$ cat src/p4pc_pkg.sv
// Shared constants for the port four pin control block.
`default_nettype none
package p4pc_pkg;
  localparam int unsigned NUM_PINS = 3;
  localparam int unsigned DATA_W = 4;
  localparam int unsigned ADDR_W = 8;
  localparam int unsigned IDX_W = 6;

  // Register indices; the byte address is four times the index.
  localparam logic [IDX_W-1:0] IDX_PORT_FOUR_DATA = 6'h02;
  localparam logic [IDX_W-1:0] IDX_PIN0_CONTROL = 6'h18;
  localparam logic [IDX_W-1:0] IDX_PIN1_CONTROL = 6'h19;
  localparam logic [IDX_W-1:0] IDX_PIN2_CONTROL = 6'h1a;
  localparam logic [IDX_W-1:0] IDX_PORT_SHARED_CONTROL = 6'h1c;
  localparam logic [IDX_W-1:0] IDX_IRQ_STATUS = 6'h20;
  localparam logic [IDX_W-1:0] IDX_IRQ_ENABLE = 6'h21;
  localparam logic [IDX_W-1:0] IDX_IRQ_CLEAR = 6'h22;

  // Pin control register fields.
  localparam int unsigned CTL_IRQ_ENABLE = 3;
  localparam int unsigned CTL_ALT_SELECT = 2;
  localparam int unsigned CTL_DIRECTION = 1;
  localparam int unsigned CTL_DRIVE_STYLE = 0;
  // Shared control register field.
  localparam int unsigned SHR_PULL_DIRECTION = 2;

  localparam logic [DATA_W-1:0] RST_DATA = 4'h0;
  localparam logic [DATA_W-1:0] RST_CONTROL = 4'h0;
  localparam logic RST_PULL_DIRECTION = 1'b0;
  localparam logic [NUM_PINS-1:0] RST_IRQ = 3'h0;

  localparam logic [1:0] RESP_OKAY = 2'h0;
  localparam logic [1:0] RESP_SLVERR = 2'h2;

  typedef enum logic [2:0] {
    P4PC_SEL_DATA,
    P4PC_SEL_CTRL,
    P4PC_SEL_SHARED,
    P4PC_SEL_STATUS,
    P4PC_SEL_ENABLE,
    P4PC_SEL_CLEAR,
    P4PC_SEL_NONE
  } p4pc_sel_t;
endpackage
`default_nettype wire

$ cat src/p4pc_port.sv
// Port four pins 0 to 2 with an AXI4-Lite register slave and interrupt.
// How it works
// - Data register writes set levels driven on pins configured as outputs.
// - Data reads return the live pin level for bits set to input.
// - Control bit 3 enables the pin as an interrupt source; reset off.
// - Pin 0 control bit 2 hands the pin to serial data out.
// - Pin 1 control bit 2 selects plain port or serial data-ready.
// - Pin 2 control bit 2 hands the pin to the serial clock.
// - Control bit 1 is direction: 0 input, 1 output; reset input.
// - In input mode bit 0 chooses resistor input (0) or high impedance.
// - In output mode bit 0 chooses push-pull (0) or open drain.
// - A shared control bit 2 chooses pull-up or pull-down for all pins.
// - Pin 1 alternate routes the serial data-ready output to the pin.
`default_nettype none
module p4pc_port (
  input wire logic aclk,
  input wire logic aresetn,
  input wire logic [7:0] s_axi_awaddr,
  input wire logic s_axi_awvalid,
  output logic s_axi_awready,
  input wire logic [31:0] s_axi_wdata,
  input wire logic [3:0] s_axi_wstrb,
  input wire logic s_axi_wvalid,
  output logic s_axi_wready,
  output logic [1:0] s_axi_bresp,
  output logic s_axi_bvalid,
  input wire logic s_axi_bready,
  input wire logic [7:0] s_axi_araddr,
  input wire logic s_axi_arvalid,
  output logic s_axi_arready,
  output logic [31:0] s_axi_rdata,
  output logic [1:0] s_axi_rresp,
  output logic s_axi_rvalid,
  input wire logic s_axi_rready,
  input wire logic [2:0] pin_in,
  output logic [2:0] pin_out,
  output logic [2:0] pin_oe,
  output logic [2:0] pin_pull_en,
  output logic [2:0] pin_pull_up,
  input wire logic serial_data_out,
  input wire logic serial_data_ready,
  input wire logic serial_clk_out,
  input wire logic serial_clk_oe,
  output logic serial_clk_in,
  output logic irq
);
  localparam int unsigned NP = p4pc_pkg::NUM_PINS;
  localparam int unsigned DW = p4pc_pkg::DATA_W;

  function automatic p4pc_pkg::p4pc_sel_t decode(input logic [7:0] addr);
    logic [p4pc_pkg::IDX_W-1:0] idx;
    idx = addr[7:2];
    if (addr[1:0] != 2'h0) begin
      decode = p4pc_pkg::P4PC_SEL_NONE;
    end else if (idx == p4pc_pkg::IDX_PORT_FOUR_DATA) begin
      decode = p4pc_pkg::P4PC_SEL_DATA;
    end else if (idx == p4pc_pkg::IDX_PIN0_CONTROL ||
                 idx == p4pc_pkg::IDX_PIN1_CONTROL ||
                 idx == p4pc_pkg::IDX_PIN2_CONTROL) begin
      decode = p4pc_pkg::P4PC_SEL_CTRL;
    end else if (idx == p4pc_pkg::IDX_PORT_SHARED_CONTROL) begin
      decode = p4pc_pkg::P4PC_SEL_SHARED;
    end else if (idx == p4pc_pkg::IDX_IRQ_STATUS) begin
      decode = p4pc_pkg::P4PC_SEL_STATUS;
    end else if (idx == p4pc_pkg::IDX_IRQ_ENABLE) begin
      decode = p4pc_pkg::P4PC_SEL_ENABLE;
    end else if (idx == p4pc_pkg::IDX_IRQ_CLEAR) begin
      decode = p4pc_pkg::P4PC_SEL_CLEAR;
    end else begin
      decode = p4pc_pkg::P4PC_SEL_NONE;
    end
  endfunction

  ////////////////////////////////////////////////////////////////////////////
  logic [7:0] awaddr_q;
  logic [DW-1:0] wdata_q;
  logic wstrb0_q;
  logic [DW-1:0] data_q;
  logic [3:0] ctrl_q [NP];
  logic pull_dir_q;
  logic [NP-1:0] irq_status_q;
  logic [NP-1:0] irq_en_q;
  logic [NP-1:0] pin_meta_q;
  logic [NP-1:0] pin_sync_q;
  logic [NP-1:0] pin_prev_q;
  logic [NP-1:0] dir_vec;
  logic [NP-1:0] ie_vec;
  logic [NP-1:0] pin_chg;
  logic [NP-1:0] irq_clear;
  logic wr_exec;
  p4pc_pkg::p4pc_sel_t wsel;
  p4pc_pkg::p4pc_sel_t rsel;
  logic [1:0] ctrl_widx;

  assign wr_exec = !s_axi_awready && !s_axi_wready && !s_axi_bvalid;
  assign wsel = decode(awaddr_q);
  assign rsel = decode(s_axi_araddr);
  assign ctrl_widx = 2'(awaddr_q[7:2] - p4pc_pkg::IDX_PIN0_CONTROL);
  assign pin_chg = pin_sync_q ^ pin_prev_q;

  ////////////////////////////////////////////////////////////////////////////
  // Write channels: address and data are held until both are in.
  always_ff @(posedge aclk) begin
    if (!aresetn) begin
      s_axi_awready <= 1'b1;
      s_axi_wready <= 1'b1;
      s_axi_bvalid <= 1'b0;
      s_axi_bresp <= p4pc_pkg::RESP_OKAY;
      awaddr_q <= 8'h00;
      wdata_q <= 4'h0;
      wstrb0_q <= 1'b0;
    end else begin
      if (s_axi_awvalid && s_axi_awready) begin
        s_axi_awready <= 1'b0;
        awaddr_q <= s_axi_awaddr;
      end
      if (s_axi_wvalid && s_axi_wready) begin
        s_axi_wready <= 1'b0;
        wdata_q <= s_axi_wdata[DW-1:0];
        wstrb0_q <= s_axi_wstrb[0];
      end
      if (wr_exec) begin
        s_axi_bvalid <= 1'b1;
        s_axi_bresp <= (wsel == p4pc_pkg::P4PC_SEL_NONE ||
                        wsel == p4pc_pkg::P4PC_SEL_STATUS) ?
                       p4pc_pkg::RESP_SLVERR : p4pc_pkg::RESP_OKAY;
      end
      if (s_axi_bvalid && s_axi_bready) begin
        s_axi_bvalid <= 1'b0;
        s_axi_awready <= 1'b1;
        s_axi_wready <= 1'b1;
      end
    end
  end

  // Register updates; a write without byte lane 0 changes nothing.
  always_ff @(posedge aclk) begin
    if (!aresetn) begin
      data_q <= p4pc_pkg::RST_DATA;
      pull_dir_q <= p4pc_pkg::RST_PULL_DIRECTION;
      irq_en_q <= p4pc_pkg::RST_IRQ;
      for (int i = 0; i < NP; i++) begin
        ctrl_q[i] <= p4pc_pkg::RST_CONTROL;
      end
    end else if (wr_exec && wstrb0_q) begin
      unique case (wsel)
        p4pc_pkg::P4PC_SEL_DATA: data_q <= wdata_q;
        p4pc_pkg::P4PC_SEL_CTRL: ctrl_q[ctrl_widx] <= wdata_q;
        p4pc_pkg::P4PC_SEL_SHARED:
          pull_dir_q <= wdata_q[p4pc_pkg::SHR_PULL_DIRECTION];
        p4pc_pkg::P4PC_SEL_ENABLE: irq_en_q <= wdata_q[NP-1:0];
        p4pc_pkg::P4PC_SEL_STATUS, p4pc_pkg::P4PC_SEL_CLEAR,
        p4pc_pkg::P4PC_SEL_NONE: begin
        end
      endcase
    end
  end

  ////////////////////////////////////////////////////////////////////////////
  // Read channel: one read in flight, answered one edge after acceptance.
  always_ff @(posedge aclk) begin
    if (!aresetn) begin
      s_axi_arready <= 1'b1;
      s_axi_rvalid <= 1'b0;
      s_axi_rdata <= 32'h0000_0000;
      s_axi_rresp <= p4pc_pkg::RESP_OKAY;
    end else if (s_axi_arvalid && s_axi_arready) begin
      s_axi_arready <= 1'b0;
      s_axi_rvalid <= 1'b1;
      s_axi_rdata <= 32'h0000_0000;
      s_axi_rresp <= p4pc_pkg::RESP_OKAY;
      unique case (rsel)
        p4pc_pkg::P4PC_SEL_DATA: begin
          // Input bits show the pin, output bits the stored value.
          s_axi_rdata[DW-1] <= data_q[DW-1];
          s_axi_rdata[NP-1:0] <= (pin_sync_q & ~dir_vec) |
                                 (data_q[NP-1:0] & dir_vec);
        end
        p4pc_pkg::P4PC_SEL_STATUS: s_axi_rdata[NP-1:0] <= irq_status_q;
        p4pc_pkg::P4PC_SEL_ENABLE: s_axi_rdata[NP-1:0] <= irq_en_q;
        // Control and clear registers are write-only and read as zero.
        p4pc_pkg::P4PC_SEL_CTRL, p4pc_pkg::P4PC_SEL_SHARED,
        p4pc_pkg::P4PC_SEL_CLEAR: begin
        end
        p4pc_pkg::P4PC_SEL_NONE: s_axi_rresp <= p4pc_pkg::RESP_SLVERR;
      endcase
    end else if (s_axi_rvalid && s_axi_rready) begin
      s_axi_rvalid <= 1'b0;
      s_axi_arready <= 1'b1;
    end
  end

  ////////////////////////////////////////////////////////////////////////////
  // Pin levels cross in through two flip-flops; the third finds changes.
  always_ff @(posedge aclk) begin
    if (!aresetn) begin
      pin_meta_q <= 3'h0;
      pin_sync_q <= 3'h0;
      pin_prev_q <= 3'h0;
      serial_clk_in <= 1'b0;
    end else begin
      pin_meta_q <= pin_in;
      pin_sync_q <= pin_meta_q;
      pin_prev_q <= pin_sync_q;
      serial_clk_in <= pin_sync_q[2];
    end
  end

  // Either edge of an enabled pin is an event; a new event beats a clear.
  assign irq_clear = (wr_exec && wstrb0_q &&
                      wsel == p4pc_pkg::P4PC_SEL_CLEAR) ?
                     wdata_q[NP-1:0] : 3'h0;

  always_ff @(posedge aclk) begin
    if (!aresetn) begin
      irq_status_q <= p4pc_pkg::RST_IRQ;
    end else begin
      irq_status_q <= (irq_status_q & ~irq_clear) | (pin_chg & ie_vec);
    end
  end

  always_ff @(posedge aclk) begin
    if (!aresetn) begin
      irq <= 1'b0;
    end else begin
      irq <= |(irq_status_q & irq_en_q);
    end
  end

  ////////////////////////////////////////////////////////////////////////////
  logic [NP-1:0] alt_val;
  logic [NP-1:0] alt_oe;

  // Pins 0 and 1 always drive in their serial roles unless bit 0 selects open drain; the clock follows
  // the serial port's own direction.
  assign alt_val = {serial_clk_out, serial_data_ready, serial_data_out};
  assign alt_oe = {serial_clk_oe, 1'b1, 1'b1};

  for (genvar g = 0; g < NP; g++) begin : g_pin
    assign dir_vec[g] = ctrl_q[g][p4pc_pkg::CTL_DIRECTION];
    assign ie_vec[g] = ctrl_q[g][p4pc_pkg::CTL_IRQ_ENABLE];
    p4pc_pin_cell u_cell (
      .aclk(aclk),
      .aresetn(aresetn),
      .ctrl(ctrl_q[g]),
      .data_bit(data_q[g]),
      .alt_val(alt_val[g]),
      .alt_oe(alt_oe[g]),
      .pull_dir(pull_dir_q),
      .pin_out_q(pin_out[g]),
      .pin_oe_q(pin_oe[g]),
      .pin_pull_en_q(pin_pull_en[g]),
      .pin_pull_up_q(pin_pull_up[g])
    );
  end
endmodule // p4pc_port
`default_nettype wire

$ cat src/p4pc_pin_cell.sv
// One port pin: selects port or serial use and forms drive, enable and pull.
`default_nettype none
module p4pc_pin_cell (
  input wire logic aclk,
  input wire logic aresetn,
  input wire logic [3:0] ctrl,
  input wire logic data_bit,
  input wire logic alt_val,
  input wire logic alt_oe,
  input wire logic pull_dir,
  output logic pin_out_q,
  output logic pin_oe_q,
  output logic pin_pull_en_q,
  output logic pin_pull_up_q
);
  logic alt_sel;
  logic drive_en;
  logic value;
  logic open_drain;

  assign alt_sel = ctrl[p4pc_pkg::CTL_ALT_SELECT];
  // The serial signal owns value and direction while selected.
  assign drive_en = alt_sel ? alt_oe : ctrl[p4pc_pkg::CTL_DIRECTION];
  assign value = alt_sel ? alt_val : data_bit;
  assign open_drain = ctrl[p4pc_pkg::CTL_DRIVE_STYLE];

  always_ff @(posedge aclk) begin
    if (!aresetn) begin
      pin_out_q <= 1'b0;
      pin_oe_q <= 1'b0;
      pin_pull_en_q <= 1'b0;
    end else if (drive_en) begin
      // Open drain only ever pulls low; a high is released to the pin.
      pin_out_q <= open_drain ? 1'b0 : value;
      pin_oe_q <= open_drain ? ~value : 1'b1;
      pin_pull_en_q <= 1'b0;
    end else begin
      pin_out_q <= 1'b0;
      pin_oe_q <= 1'b0;
      pin_pull_en_q <= ~open_drain;
    end
  end

  always_ff @(posedge aclk) begin
    if (!aresetn) begin
      pin_pull_up_q <= 1'b1;
    end else begin
      pin_pull_up_q <= ~pull_dir;
    end
  end
endmodule // p4pc_pin_cell
`default_nettype wire

$ cat config.mk
export PLATFORM = sky130hd
export DESIGN_NAME = p4pc_port
export DESIGN_NICKNAME = d
export VERILOG_FILES = /design/src/p4pc_pkg.sv /design/src/p4pc_port.sv /design/src/p4pc_pin_cell.sv
export SDC_FILE = /design/constraint.sdc
export NUM_CORES = 1
export LEC_CHECK = 0
export ABC_CLOCK_PERIOD_IN_PS = 3600
export BUFFER_PORTS_ARGS = -buffer_cell sky130_fd_sc_hd__buf_2
export CAP_MARGIN = 20
export CORE_MARGIN = 5
export CORE_UTILIZATION = 40
export CTS_CLUSTER_DIAMETER = 150
export CTS_CLUSTER_SIZE = 16
export DETAILED_ROUTE_END_ITERATION = 6
export HOLD_SLACK_MARGIN = 0.08
export PLACE_DENSITY = 0.74
export SLEW_MARGIN = 20
export SYNTH_ARGS = -nofsm -noshare
export SYNTH_HDL_FRONTEND = slang
export SYNTH_SLANG_ARGS = --single-unit
$ cat constraint.sdc
create_clock -name aclk -period 3.6 [get_ports aclk]
set_clock_uncertainty 0.1 [all_clocks]
set_input_delay 0.36 -clock aclk [delete_from_list [all_inputs] [get_ports aclk]]
set_output_delay 0.36 -clock aclk [all_outputs]
set_load 0.01 [all_outputs]
==> flow_summary.yaml <==
routing:
  post_drt_via_cell_ratio: 5.05
  wl_per_cell_um: 13.4
  wl_um: 6810
  ant_nets: 0
  drc_errors: 0
  dr.first_iter.drc_count: 96
  vias: 2566
  drt_pre_antenna_iters: 5
clock_network:
  clockBufferDepth: 2
  clkTransAtPathRegs_ns: 0.07
  postCtsHoldBufs: 0
  clock_latency_ns: 0.35
  cts_made_buffers: 9
  cts_tree: "done"
  root_buffer: "clkbuf_8"
  cts_resized: 0
  h-tree-depth: 3
  cts_setup_buffers: 0
  cts_sinks: 67
logic_synthesis:
  synth_edf_count: 12
  synth_xor_area_frac: 0.00822
  synth.area.top_cells: "dfxtp_1 (34%), edfxtp_1 (11%), buf_4 (10%), a21oi_1 (6.4%), nand3_1 (3.4%)"
  synth_cells: 354
  synth-seq-cells: 67
  netlist.area_leader.share: 0.344
  syn-cell-area_um2: 3200
  synth_compound_area_frac: 0.158
  synthArstFlopShare: 0
  yosysSeqAreaShare: 0.457
  synth_ff_type: "dfxtp_1"
  yosysTopAreaCell: "dfxtp_1"
  synthMuxAreaShare: 0.0301
  synth_adder_area_share: 0
  synthSimpleGateAreaFrac: 0.217
  synth_top_family_by_area: "simple AND/OR/NAND/NOR gates"
  yosys_warnings: 0
  avgSynthCellArea_um2: 9.03
  synth_cell_types: 50
finish:
  fillerInstances: 784
  layout_commonest_cell: "buf_2"
  areaGrowthSynthToFinish_pct: 12.2
  layout_common_cells: "buf_2 (59), dfxtp_1 (55), a21oi_1 (41)"
  drive_above_1_share: 0.239
  nets: 467
  antennaDiodeCount: 0
floorplanning:
  core_area_um2: 7770
  io_pins: 121
  die_h_um: 99.4
  die_w_um: 99.4
  initial_core_util: 0.412
  row_count: 32
  fp.dieArea_um2: 9880
worst_setup_path:
  arrival_ns: 2.83
  cp-end-kind: "register"
  reg2reg_slack_ns: 0.66
  worstPathRequired_ns: 3.49
  cp_max_fo: 12
  critical_path_class: "register to register"
  worst_setup_path_start_kind: "register"
power_and_ir_drop:
  power_leakage_nw: 1.44
  peakVddDrop_mv: 0.292
  powerDensity_nw_per_um2: 452
hold_path:
  hp-class: "primary input to register"
timing:
  layout_setup_ws_ns: 0.658
  setup_viol_count_final: 0
  setup_tns_ns: 0
  final-max-slew-violation-count: 0
  hold_violations: 0
  finalCritPeriodShare: 0.817
  max_freq_ghz: 0.340
  worst_pin_slew_ns: 0.682
  rsz0062_at_grt: "false"
  period_needed_ns: 2.94
  slew_headroom: 0.542
global_route:
  grt_overflow: 0
  antenna_found_initial: 0
  grt_pass1_vias: 2308
  grtUsageTotal: 0.135
  grt_max_degree: 34
  grt_pass1_wl_um: 10600
placed_design:
  globalplace.congestion: 0.810
  post-place-ws_ns: 0.662
  portBuffers: 59
  hpwl_um: 4870
outcome:
  status: "finished clean"
run:
  maxCapViolCount: 0
==> power by group <==
group          total, mW  leakage [nW]  internal (mW)  switching (mW)
clock              0.648         0.104          0.359           0.289
sequential         0.815         0.573          0.790          0.0248
combinational      0.158         0.762         0.0574           0.101
total               1.62          1.44           1.21           0.414
==> routing by layer <==
layer,GRT usage,wire [um]
met5,0,0
met3,0.0540,510
met1,0.157,2960
met2,0.220,3230
met4,0.0599,102
==> critical path, stage by stage, from the launching register on <==
cell	delay [ns]
dfxtp_1	0.47
or3b_1	0.43
or3_1	0.36
a21boi_1	0.24
nand4b_2	0.38
o21ai_0	0.60
==> worst paths after layout <==
check	startpoint	to	cells after the start
worst max-delay path	awaddr_q[7]$_SDFFE_PN0P_	ctrl_q[0][2]$_SDFFCE_PN0P_	5
worst min-delay path	pin_in[1]	pin_meta_q[1]$_SDFF_PN0_	2
worst max register to register	awaddr_q[7]$_SDFFE_PN0P_	ctrl_q[0][2]$_SDFFCE_PN0P_	5
worst min register to register	pull_dir_q$_SDFFE_PN0P_	g_pin[0].u_cell.pin_pull_up_q$_SDFF_PN1_	1
==> synth_stat cells (4+ instances only) <==
master    number
edfxtp_1      12
clkbuf_1      11
a311oi_1       5
nor3_1        11
mux2_2         5
nor2_1        17
nor3_2        10
nand3_1       22
and2_1        10
o21ai_0       22
mux2i_1        4
buf_4         43
dfxtp_1       55
nand2_1       28
a21oi_1       41
nand2b_1       7
inv_1          9
==> registers in the layout, indices dropped and copies added, names as in the netlist, 4 cells and up <==
register and cells:
awaddr_q 8, ctrl_q 12, s_axi_rdata 4, wdata_q 4, data_q 4
==> area by class of cell <==
cell class                      count  area [um^2]  share of cell area
Multi-Input combinational cell    251         1430               0.399
Sequential cell                    67         1460               0.407
Clock buffer                       10          149              0.0415
Timing Repair Buffer               62          318              0.0886
Tap cell                          102          128              0.0356
Inverter                           10         37.5              0.0105
Clock inverter                      6         61.3              0.0171
==> through the flow <==
stage / utilization / hold slack (ns) / total power, mW / instance area [um^2] / std cells
floorplan: - / 0.263 / 0.958 / 3310 / 383
detailed placement: 0.435 / 0.278 / 0.987 / 3380 / 492
global placement: 0.435 / 0.274 / 0.982 / 3380 / 492
finish: 0.462 / 0.111 / 1.62 / 3590 / 508
global route: 0.462 / 0.105 / 1.69 / 3590 / 508
CTS: 0.462 / 0.105 / 1.63 / 3590 / 508
==> kinds of logic after synthesis <==
family / count (synthesis)
other cells: 1
flops: 67
mux: 9
compound gates: 84
xor+xnor: 3
buf+inv: 65
simple gates: 125
Power figures use the tool's default switching activity.
